===== src/adcst_pkg.sv =====
// Constants, register map and types for the converter status block
// =====================================================================
package adcst_pkg;

  // =====================================================================
  // Register indices; byte address is four times the index
  localparam logic [7:0] ADCST_IDX_STATUS   = 8'h06;
  localparam logic [7:0] ADCST_IDX_TEST0    = 8'h08;
  localparam logic [7:0] ADCST_IDX_TEST1    = 8'h09;
  localparam logic [7:0] ADCST_IDX_IRQ_STAT = 8'h10;
  localparam logic [7:0] ADCST_IDX_IRQ_MASK = 8'h11;
  localparam logic [7:0] ADCST_IDX_CONFIG   = 8'h12;

  // =====================================================================
  // Field positions
  localparam int ADCST_BIT_SEQ_DONE    = 7;
  localparam int ADCST_BIT_TRIG_OVR    = 5;
  localparam int ADCST_BIT_RES_OVR     = 4;
  localparam int ADCST_BIT_SPECIAL_EN  = 0;
  localparam int ADCST_BIT_FAST_CLEAR  = 0;
  localparam int ADCST_BIT_TRIG_LEVEL  = 1;
  localparam int ADCST_BIT_QUEUE_MODE  = 2;
  localparam int ADCST_IRQ_SEQ_DONE    = 0;
  localparam int ADCST_IRQ_TRIG_OVR    = 1;
  localparam int ADCST_IRQ_RES_OVR     = 2;

  // =====================================================================
  // Reset values
  localparam logic [7:0]  ADCST_RST_BYTE = 8'h00;
  localparam logic [3:0]  ADCST_RST_CNT  = 4'h0;
  localparam logic [2:0]  ADCST_RST_IRQ  = 3'h0;
  localparam logic [31:0] ADCST_RST_WORD = 32'h0000_0000;

  // =====================================================================
  // Special channel codes
  localparam logic [3:0] ADCST_CODE_VRH = 4'h4;
  localparam logic [3:0] ADCST_CODE_VRL = 4'h5;
  localparam logic [3:0] ADCST_CODE_MID = 4'h6;

  // Source picked for the analog path
  typedef enum logic [2:0] {
    ADCST_SRC_EXTERNAL = 3'b000,
    ADCST_SRC_VRH      = 3'b001,
    ADCST_SRC_VRL      = 3'b010,
    ADCST_SRC_MID      = 3'b011,
    ADCST_SRC_RESERVED = 3'b100
  } adcst_src_type;

endpackage


===== src/adcst_status_regs.sv =====
// Status and test registers of the converter sequence controller
//
// Chosen here: the APB register port.
`timescale 1ns/1ps
module adcst_status_regs
  import adcst_pkg::*;
#(
  parameter int CNT_W = 4                    // Conversion counter width
) (
  input  wire logic              clk_sys_i,       // 200 MHz system clock
  input  wire logic              resetn_i,        // Synchronous, low
  // APB slave
  input  wire logic              psel_i,          // Select
  input  wire logic              penable_i,       // Access phase
  input  wire logic              pwrite_i,        // Write direction
  input  wire logic [11:0]       paddr_i,         // Byte address
  input  wire logic [31:0]       pwdata_i,        // Write data
  output logic                   pready_o,        // Always ready
  output logic                   pslverr_o,       // Unmapped address
  output logic [31:0]            prdata_o,        // Read data
  // Sequence controller events, same clock
  input  wire logic              seq_start_trig_i,  // Trigger started seq
  input  wire logic              seq_end_i,         // Sequence finished
  input  wire logic              seq_active_i,      // Sequence in progress
  input  wire logic              trig_edge_i,       // Active trigger edge
  input  wire logic              result_write_i,    // Result reg written
  input  wire logic              result_ccf_set_i,  // Its done flag set
  input  wire logic              result_read_i,     // Result reg read
  input  wire logic              ctrl_abort_wr_i,   // Write ctrl regs 0..4
  input  wire logic              ctrl_start_wr_i,   // Write start ctrl reg
  input  wire logic [3:0]        chan_sel_i,        // Channel select code
  // Chip mode pin, asynchronous
  input  wire logic              special_mode_i,    // Special test mode
  // Outputs
  output logic [CNT_W-1:0]       conversion_counter_o,    // Result index
  output logic                   special_channel_enable_o, // Test enable
  output logic                   fast_flag_clear_o,       // Config bit
  output logic                   trigger_level_select_o,  // Config bit
  output logic                   queue_mode_o,            // Config bit
  output adcst_src_type          chan_src_o,              // Decoded source
  output logic [7:0]             test0_o,                 // Test0 contents
  output logic                   irq_o                    // Interrupt
);

  // =====================================================================
  // Declarations
  // Flags and counter
  logic             sequence_done_flag_r;   // Status bit 7
  logic             trigger_overrun_flag_r; // Status bit 5
  logic             result_overrun_flag_r;  // Status bit 4
  logic [CNT_W-1:0] conv_cnt_r;             // Conversion counter
  // Test and config registers
  logic [7:0]       test0_r;                // Reserved test register
  logic             special_en_r;           // Test1 bit 0
  logic [4:0]       test1_spare_r;          // Test1 bits 5:1
  logic [2:0]       config_r;               // Fast clear, level, queue
  // Interrupt bits
  logic [2:0]       irq_stat_r;             // Sticky event bits
  logic [2:0]       irq_mask_r;             // Event enables
  logic [2:0]       irq_stat_nxt;           // Next sticky bits
  // Mode synchroniser
  logic             mode_sync1_r;           // Synchroniser stage one
  logic             mode_sync2_r;           // Synchronised special mode
  // Bus decode terms
  logic             wr_en;                  // Write taken this edge
  logic             rd_setup;               // Read setup cycle
  logic [7:0]       widx;                   // Word index of address
  logic             mapped;                 // Address hits a register
  // Sequence event decode
  logic             start_any;              // Any sequence start
  logic             set_seq_done;           // Done event
  logic             set_trig_ovr;           // Trigger overrun event
  logic             set_res_ovr;            // Result overrun event
  // Read path
  logic [31:0]      rd_word;                // Read mux

  // Decode whether a word index is a register of this block
  // Shared by error response and read mux
  function automatic logic idx_mapped(input logic [7:0] idx);
    idx_mapped = (idx == ADCST_IDX_STATUS)   || (idx == ADCST_IDX_TEST0) ||
                 (idx == ADCST_IDX_TEST1)    ||
                 (idx == ADCST_IDX_IRQ_STAT) ||
                 (idx == ADCST_IDX_IRQ_MASK) || (idx == ADCST_IDX_CONFIG);
  endfunction

  // Write strobe for a given register index
  // All writes and W1C clears use it
  function automatic logic wr_hit(input logic wen, input logic [7:0] a,
                                  input logic [7:0] idx);
    wr_hit = wen && (a == idx);
  endfunction

  // =====================================================================
  // Bus decode
  // Misaligned or out-of-window accesses
  // get an error and read zero
  // Upper address bits above the word index must be zero to hit
  assign widx     = {paddr_i[9:2]};
  assign mapped   = idx_mapped(widx) && (paddr_i[11:10] == 2'b00) &&
                    (paddr_i[1:0] == 2'b00);
  // Zero wait states: a write lands at the access edge
  // pready is tied high: one-cycle access
  assign wr_en    = psel_i && penable_i && pwrite_i && mapped;
  assign rd_setup = psel_i && !penable_i && !pwrite_i;
  assign pready_o = 1'b1;
  assign pslverr_o = psel_i && penable_i && !mapped;

  // Event terms
  // Pulses from logic on this clock: no
  // synchroniser, they act at the edge they are high
  assign start_any    = ctrl_start_wr_i || seq_start_trig_i;
  assign set_seq_done = seq_end_i;
  // Only edge mode counts extra edges as overruns
  assign set_trig_ovr = trig_edge_i && seq_active_i &&
                        !config_r[ADCST_BIT_TRIG_LEVEL];
  assign set_res_ovr  = result_write_i && result_ccf_set_i;

  // =====================================================================
  // Special mode pin synchroniser
  // Async pin: two flops buy safety from
  // metastability for two cycles of lag
  // Stage one feeds only stage two
  always_ff @(posedge clk_sys_i) begin
    if (!resetn_i) begin
      mode_sync1_r <= 1'b0;
      mode_sync2_r <= 1'b0;
    end else begin
      mode_sync1_r <= special_mode_i;
      mode_sync2_r <= mode_sync1_r;
    end
  end

  // =====================================================================
  // Sequence done flag
  // Setting wins over every clear in the same cycle
  // so a completion never loses to a clear
  // Fast clear lets a result read clear it
  always_ff @(posedge clk_sys_i) begin
    if (!resetn_i) begin
      sequence_done_flag_r <= 1'b0;
    end else if (set_seq_done) begin
      sequence_done_flag_r <= 1'b1;
    end else if ((wr_hit(wr_en, widx, ADCST_IDX_STATUS) &&
                  pwdata_i[ADCST_BIT_SEQ_DONE]) ||
                 ctrl_start_wr_i ||
                 (config_r[ADCST_BIT_FAST_CLEAR] && result_read_i)) begin
      sequence_done_flag_r <= 1'b0;
    end
  end

  // =====================================================================
  // Trigger overrun flag
  // Control writes 0 to 4 abort the sequence,
  // so an old overrun no longer means anything
  always_ff @(posedge clk_sys_i) begin
    if (!resetn_i) begin
      trigger_overrun_flag_r <= 1'b0;
    end else if (set_trig_ovr) begin
      trigger_overrun_flag_r <= 1'b1;
    end else if ((wr_hit(wr_en, widx, ADCST_IDX_STATUS) &&
                  pwdata_i[ADCST_BIT_TRIG_OVR]) ||
                 ctrl_abort_wr_i || ctrl_start_wr_i) begin
      trigger_overrun_flag_r <= 1'b0;
    end
  end

  // =====================================================================
  // Result overrun flag
  // A start by write or trigger clears it;
  // a same-cycle overwrite still wins
  always_ff @(posedge clk_sys_i) begin
    if (!resetn_i) begin
      result_overrun_flag_r <= 1'b0;
    end else if (set_res_ovr) begin
      result_overrun_flag_r <= 1'b1;
    end else if ((wr_hit(wr_en, widx, ADCST_IDX_STATUS) &&
                  pwdata_i[ADCST_BIT_RES_OVR]) || start_any) begin
      result_overrun_flag_r <= 1'b0;
    end
  end

  // =====================================================================
  // Conversion counter
  // Software status writes never reach this process
  // Control write beats sequence bounds,
  // which beat a result write outside queue mode: the count
  // restarts, so that write is not counted
  always_ff @(posedge clk_sys_i) begin
    if (!resetn_i) begin
      conv_cnt_r <= CNT_W'(ADCST_RST_CNT);
    end else if (ctrl_abort_wr_i || ctrl_start_wr_i) begin
      // Control writes clear it even in queue mode
      conv_cnt_r <= '0;
    end else if ((seq_start_trig_i || seq_end_i) &&
                 !config_r[ADCST_BIT_QUEUE_MODE]) begin
      conv_cnt_r <= '0;
    end else if (result_write_i) begin
      // Natural binary wrap past the maximum
      conv_cnt_r <= conv_cnt_r + CNT_W'(1);
    end
  end
  // Counter goes out straight from its flop
  assign conversion_counter_o = conv_cnt_r;

  // =====================================================================
  // Reserved test register
  // Writes outside special modes are dropped silently
  // Only the synchronised mode is read, so a
  // racing write is kept whole or dropped
  always_ff @(posedge clk_sys_i) begin
    if (!resetn_i) begin
      test0_r <= ADCST_RST_BYTE;
    end else if (wr_hit(wr_en, widx, ADCST_IDX_TEST0) && mode_sync2_r) begin
      test0_r <= pwdata_i[7:0];
    end
  end
  // Contents visible to the test hooks
  assign test0_o = test0_r;

  // =====================================================================
  // Second test register, writable at any time
  // Bit 0 enables special channels; bits 5:1
  // read back as written, bits 7:6 unstored
  always_ff @(posedge clk_sys_i) begin
    if (!resetn_i) begin
      special_en_r  <= 1'b0;
      test1_spare_r <= 5'h00;
    end else if (wr_hit(wr_en, widx, ADCST_IDX_TEST1)) begin
      special_en_r  <= pwdata_i[ADCST_BIT_SPECIAL_EN];
      test1_spare_r <= pwdata_i[5:1];
    end
  end
  // Enable drives the decode and the pin
  assign special_channel_enable_o = special_en_r;

  // =====================================================================
  // Channel source decode
  // Three special codes name a source; the
  // rest report reserved so the analog path
  // can refuse them. Disabled: all external.
  always_comb begin
    chan_src_o = ADCST_SRC_EXTERNAL;
    if (special_en_r) begin
      case (chan_sel_i)
        ADCST_CODE_VRH: chan_src_o = ADCST_SRC_VRH;
        ADCST_CODE_VRL: chan_src_o = ADCST_SRC_VRL;
        ADCST_CODE_MID: chan_src_o = ADCST_SRC_MID;
        default:        chan_src_o = ADCST_SRC_RESERVED;
      endcase
    end
  end

  // =====================================================================
  // Configuration register
  // Own: bit 0 fast clear, bit 1 level
  // trigger, bit 2 queue; rest ignored
  always_ff @(posedge clk_sys_i) begin
    if (!resetn_i) begin
      config_r <= 3'h0;
    end else if (wr_hit(wr_en, widx, ADCST_IDX_CONFIG)) begin
      config_r <= pwdata_i[2:0];
    end
  end
  // Config bits go out as plain levels
  assign fast_flag_clear_o      = config_r[ADCST_BIT_FAST_CLEAR];
  assign trigger_level_select_o = config_r[ADCST_BIT_TRIG_LEVEL];
  assign queue_mode_o           = config_r[ADCST_BIT_QUEUE_MODE];

  // =====================================================================
  // Interrupt status and mask
  // Each flag event also sets a sticky bit;
  // writing a one clears it
  // New events are ORed in after the clear so a set is never lost
  always_comb begin
    irq_stat_nxt = irq_stat_r;
    if (wr_hit(wr_en, widx, ADCST_IDX_IRQ_STAT)) begin
      irq_stat_nxt = irq_stat_r & ~pwdata_i[2:0];
    end
    irq_stat_nxt[ADCST_IRQ_SEQ_DONE] = irq_stat_nxt[ADCST_IRQ_SEQ_DONE] |
                                       set_seq_done;
    irq_stat_nxt[ADCST_IRQ_TRIG_OVR] = irq_stat_nxt[ADCST_IRQ_TRIG_OVR] |
                                       set_trig_ovr;
    irq_stat_nxt[ADCST_IRQ_RES_OVR]  = irq_stat_nxt[ADCST_IRQ_RES_OVR] |
                                       set_res_ovr;
  end

  // Sticky status bits
  always_ff @(posedge clk_sys_i) begin
    if (!resetn_i) begin
      irq_stat_r <= ADCST_RST_IRQ;
    end else begin
      irq_stat_r <= irq_stat_nxt;
    end
  end

  // Mask bits; a one lets the event through
  always_ff @(posedge clk_sys_i) begin
    if (!resetn_i) begin
      irq_mask_r <= ADCST_RST_IRQ;
    end else if (wr_hit(wr_en, widx, ADCST_IDX_IRQ_MASK)) begin
      irq_mask_r <= pwdata_i[2:0];
    end
  end

  // Level output from registered state only
  assign irq_o = |(irq_stat_r & irq_mask_r);

  // =====================================================================
  // Read mux
  // Registers hold eight bits at most;
  // upper bits and unmapped indices read zero
  always_comb begin
    rd_word = ADCST_RST_WORD;
    case (widx)
      ADCST_IDX_STATUS: begin
        // Bit 6 is wired to zero
        // Bits 3:0 always show the counter
        rd_word[7:0] = {sequence_done_flag_r, 1'b0,
                        trigger_overrun_flag_r, result_overrun_flag_r,
                        conv_cnt_r[3:0]};
      end
      ADCST_IDX_TEST0:    rd_word[7:0] = test0_r;
      // Top two bits carry no meaning and read zero here
      ADCST_IDX_TEST1:    rd_word[7:0] = {2'b00, test1_spare_r,
                                          special_en_r};
      ADCST_IDX_IRQ_STAT: rd_word[2:0] = irq_stat_r;
      ADCST_IDX_IRQ_MASK: rd_word[2:0] = irq_mask_r;
      ADCST_IDX_CONFIG:   rd_word[2:0] = config_r;
      default:            rd_word = ADCST_RST_WORD;
    endcase
  end

  // Captured in the setup cycle so the data comes from a flop
  // Keeps the access phase at one cycle with
  // no comb path from registers to prdata
  always_ff @(posedge clk_sys_i) begin
    if (!resetn_i) begin
      prdata_o <= ADCST_RST_WORD;
    end else if (rd_setup) begin
      prdata_o <= mapped ? rd_word : ADCST_RST_WORD;
    end
  end

endmodule


===== config.mk =====
export PLATFORM = sky130hd
export DESIGN_NAME = adcst_status_regs
export DESIGN_NICKNAME = d
export VERILOG_FILES = /design/src/adcst_pkg.sv /design/src/adcst_status_regs.sv
export SDC_FILE = /design/constraint.sdc
export NUM_CORES = 1
export LEC_CHECK = 0
export BUFFER_PORTS_ARGS = -buffer_cell sky130_fd_sc_hd__buf_4
export CAP_MARGIN = 20
export CORE_ASPECT_RATIO = 1.5
export CORE_MARGIN = 4
export CORE_UTILIZATION = 46
export CTS_BUF_LIST = sky130_fd_sc_hd__clkbuf_8
export DETAILED_ROUTE_END_ITERATION = 10
export PLACE_DENSITY = 0.78
export SLEW_MARGIN = 20
export SYNTH_ARGS = -nofsm -noshare
export SYNTH_HDL_FRONTEND = slang
export SYNTH_SLANG_ARGS = --single-unit
export TNS_END_PERCENT = 30

===== constraint.sdc =====
create_clock -name clk_sys_i -period 4.1 [get_ports clk_sys_i]
set_clock_uncertainty 0.05 [all_clocks]
set_input_delay 0.205 -clock clk_sys_i [delete_from_list [all_inputs] [get_ports clk_sys_i]]
set_output_delay 0.205 -clock clk_sys_i [all_outputs]
set_load 0.05 [all_outputs]

==> run_results.csv <==
group,metric,value,unit
synth,synth_cells,266,
die,die_x,64.4,microns
placement,dp_slack,1880,ps
synth,synthAdderAreaFrac,0.571,%
routing,vias_per_cell,5.42,
clocking,cts_hold_buf,0,
synth,avgSynthCellArea,8.24,sq um
clocking,cts-root-buf,"clkbuf_8",
critical_path,worst_path_most_repeated_cell,"buf_4",
clocking,cts.sinks,40,
die,die_h,92.5,microns
routing,vias,2131,
placement,portBuffers,67,
global_route,grt_max_degree,28,
min_path,min_path_type,"in2reg",
pwr,pwr_density_cell,319,nW/um^2
sta,setup_ws,2090,ps
routing,drc,0,
sta,fin_tns_setup,0,ps
synth,ys_types,51,
placement,dp_cells,385,
critical_path,critPathMaxStageDelay,720,ps
clocking,path_clk_slew,70,ps
cells_and_area,fin_cells,393,
critical_path,arrival,1750,ps
synth,synth.cells.most_frequent,"dfxtp_1, buf_4, nand2_1, a21oi_1, nor2_1",
pwr,p_leak,1.09,nW
critical_path,crit_path_start_kind,"primary input",
die,die-area,5960,sq um
clocking,cts_resized,0,
sta,maxSlewViolCount,0,
run_status,outcome,"finished, final reports clean",
pwr,finalPower,0.881,mW
critical_path,worstSetupPathType,"in2out",
routing,ant_nets,0,
sta,hold_viol,0,
pwr,irDropWorstVdd,0.195,mV
synth,netlist.area_leader.share,36.5,%
synth,synth_top_family_by_area,"simple AND/OR/NAND/NOR gates",
synth,ys_warn_count,0,
clocking,cts_tree,"yes",
critical_path,cp-end-kind,"output port",
placement,dp_hpwl,4580,microns
cells_and_area,num_antenna_cells,0,
critical_path,r2r-start,"mode_sync2_r$_SDFF_PN0_",
cells_and_area,area_delta_synth_final,25.8,%
sta,worst_pin_slew,1060,ps
synth,syn-cell-area,2190,sq um
die,io_pins,117,
critical_path,cp.required,3850,ps
placement,place_congestion,0.880,
synth,async_flop_share,0,%
die,start_util,47.9,%
routing,drt_pass1_iterations,4,
critical_path,crit_path_max_fanout,7,
global_route,grt_pass1_wl,9360,microns
critical_path,cp_cell_sequence,"buf_4 -> or4_1 -> nor2_1 -> o21ai_0 -> and3_1 -> buf_4",
synth,yosysMostFrequentCell,"dfxtp_1",
synth,synth-simple-area-share,25.0,%
synth,synthXorXnorAreaFrac,2.00,%
routing,wl,5960,microns
sta,rsz0062_at_grt,"false",
synth,synth_top_flop_cell,"dfxtp_1",
synth,synthMuxAreaShare,4.57,%
clocking,cts_max_level,2,
synth,ys_seq_area_share,36.5,%
critical_path,slowest_stage,"or4_1",
global_route,grt_antenna_before_repair,0,
sta,timing.final.crit_period,2010,ps
global_route,grtUsageTotal,19.9,%
clocking,numCtsBuffers,5,
cells_and_area,fin_nets,392,
synth,synth_compound_area_share,19.7,%
synth,synth_area_leader_cell,"dfxtp_1",
cells_and_area,layout-drive-gt1-share,24.6,%
die,rows,30,
synth,ys_ff_latch,40,
clocking,clk_path_buf_depth,2,
sta,slew_headroom,28.1,%
sta,final.period_utilization,48.9,%
clocking,clk_latency,290,ps
critical_path,startpoint,"paddr_i[11]",
sta,final-setup-viol-count,0,
sta,hold_ws,77.7,ps
sta,fmax,0.498,GHz
synth,ys_top_cells_by_area,"dfxtp_1, buf_4, a21oi_1",
routing,drt-initial-drc-count,94,
job,drv_cap,0,
routing,wl_per_cell,15.2,microns
min_path,hold_start,"special_mode_i",
die,coreArea,4580,sq um
clocking,post_cts_buffers,0,
global_route,grt-ovfl-total,0,
global_route,grt_pass1_vias,1901,
synth,synth_edf_count,0,
==> placed cells by master, fill, tap and decap left out, drive strengths merged, types with 3 or more instances in the layout <==
master	n
nand2b	4
o21ai	26
nor3b	3
nor2	18
a21oi	23
nand2	25
buf	67
dfxtp	40
o211ai	3
nor3	4
nor4	4
clkbuf	7
xnor2	3
mux2i	10
nand3	15
nand4	4
a22oi	7
o2bb2ai	6
and2	3
conb	25
==> layout make-up <==
| cell class | count | area [sq um] |
|---|---|---|
| fill | 455 | 1820 |
| multi-input combinational | 211 | 1240 |
| sequential | 40 | 801 |
| timing repair buffer | 67 | 503 |
| clock buffer | 7 | 96.3 |
| tap | 64 | 80.1 |
| clock inverter | 1 | 30.0 |
| inverter | 3 | 11.3 |
==> state kept, by name, summed over array words and instances, names as in the netlist <==
signal                    count
trigger_overrun_flag_r        1
special_channel_enable_o      1
sequence_done_flag_r          1
test0_o                       8
mode_sync1_r                  1
mode_sync2_r                  1
conversion_counter_o          4
irq_stat_r                    3
result_overrun_flag_r         1
irq_mask_r                    3
prdata_o                      8
config_r                      3
test1_spare_r                 5
==> worst max-delay path: cells and delay by family <==
family | cells | cell delay [ps]
compound gates | 1 | 110
buf+inv | 2 | 290
simple gates | 3 | 1140
==> report_power, final <==
group | switching (mW) | internal (mW) | total, mW
combinational | 0.0945 | 0.0395 | 0.134
sequential | 0.00305 | 0.393 | 0.396
clock | 0.136 | 0.215 | 0.351
total | 0.233 | 0.647 | 0.881
==> per-stage QoR <==
stage / utilization, % / instance area [sq um]
global route: 60.2 / 2760
global placement: 57.3 / 2630
finish: 60.2 / 2760
CTS: 60.1 / 2750
detailed placement: 57.3 / 2630
floorplan: - / 2280
==> path summary, 6_finish.rpt <==
check	slack, ps	cells after the start	to
max	2090	6	pslverr_o
min	80	2	mode_sync1_r$_SDFF_PN0_
max reg2reg	2810	3	test0_o[1]$_SDFFE_PN0P_
min reg2reg	410	2	prdata_o[1]$_SDFFE_PN0P_
==> routing by layer <==
layer / part of all wire [%] / wire length, microns / global-route usage, %
met3: 8.0 / 476 / 3.52
met5: 0 / 0 / 0
met2: 50 / 2980 / 34.0
met4: 2.0 / 122 / 7.94
met1: 40 / 2380 / 24.5
==> cells by family after synthesis <==
logic type | after synthesis
AND/OR/NAND/NOR | 98
AO/OA/AOI/OAI | 72
flip-flops | 40
buffers and inverters | 38
multiplexers | 10
XOR/XNOR | 5
other | 2
adder cells (fa/ha/maj) | 1
Note: power is estimated with default switching activity, not from simulation.
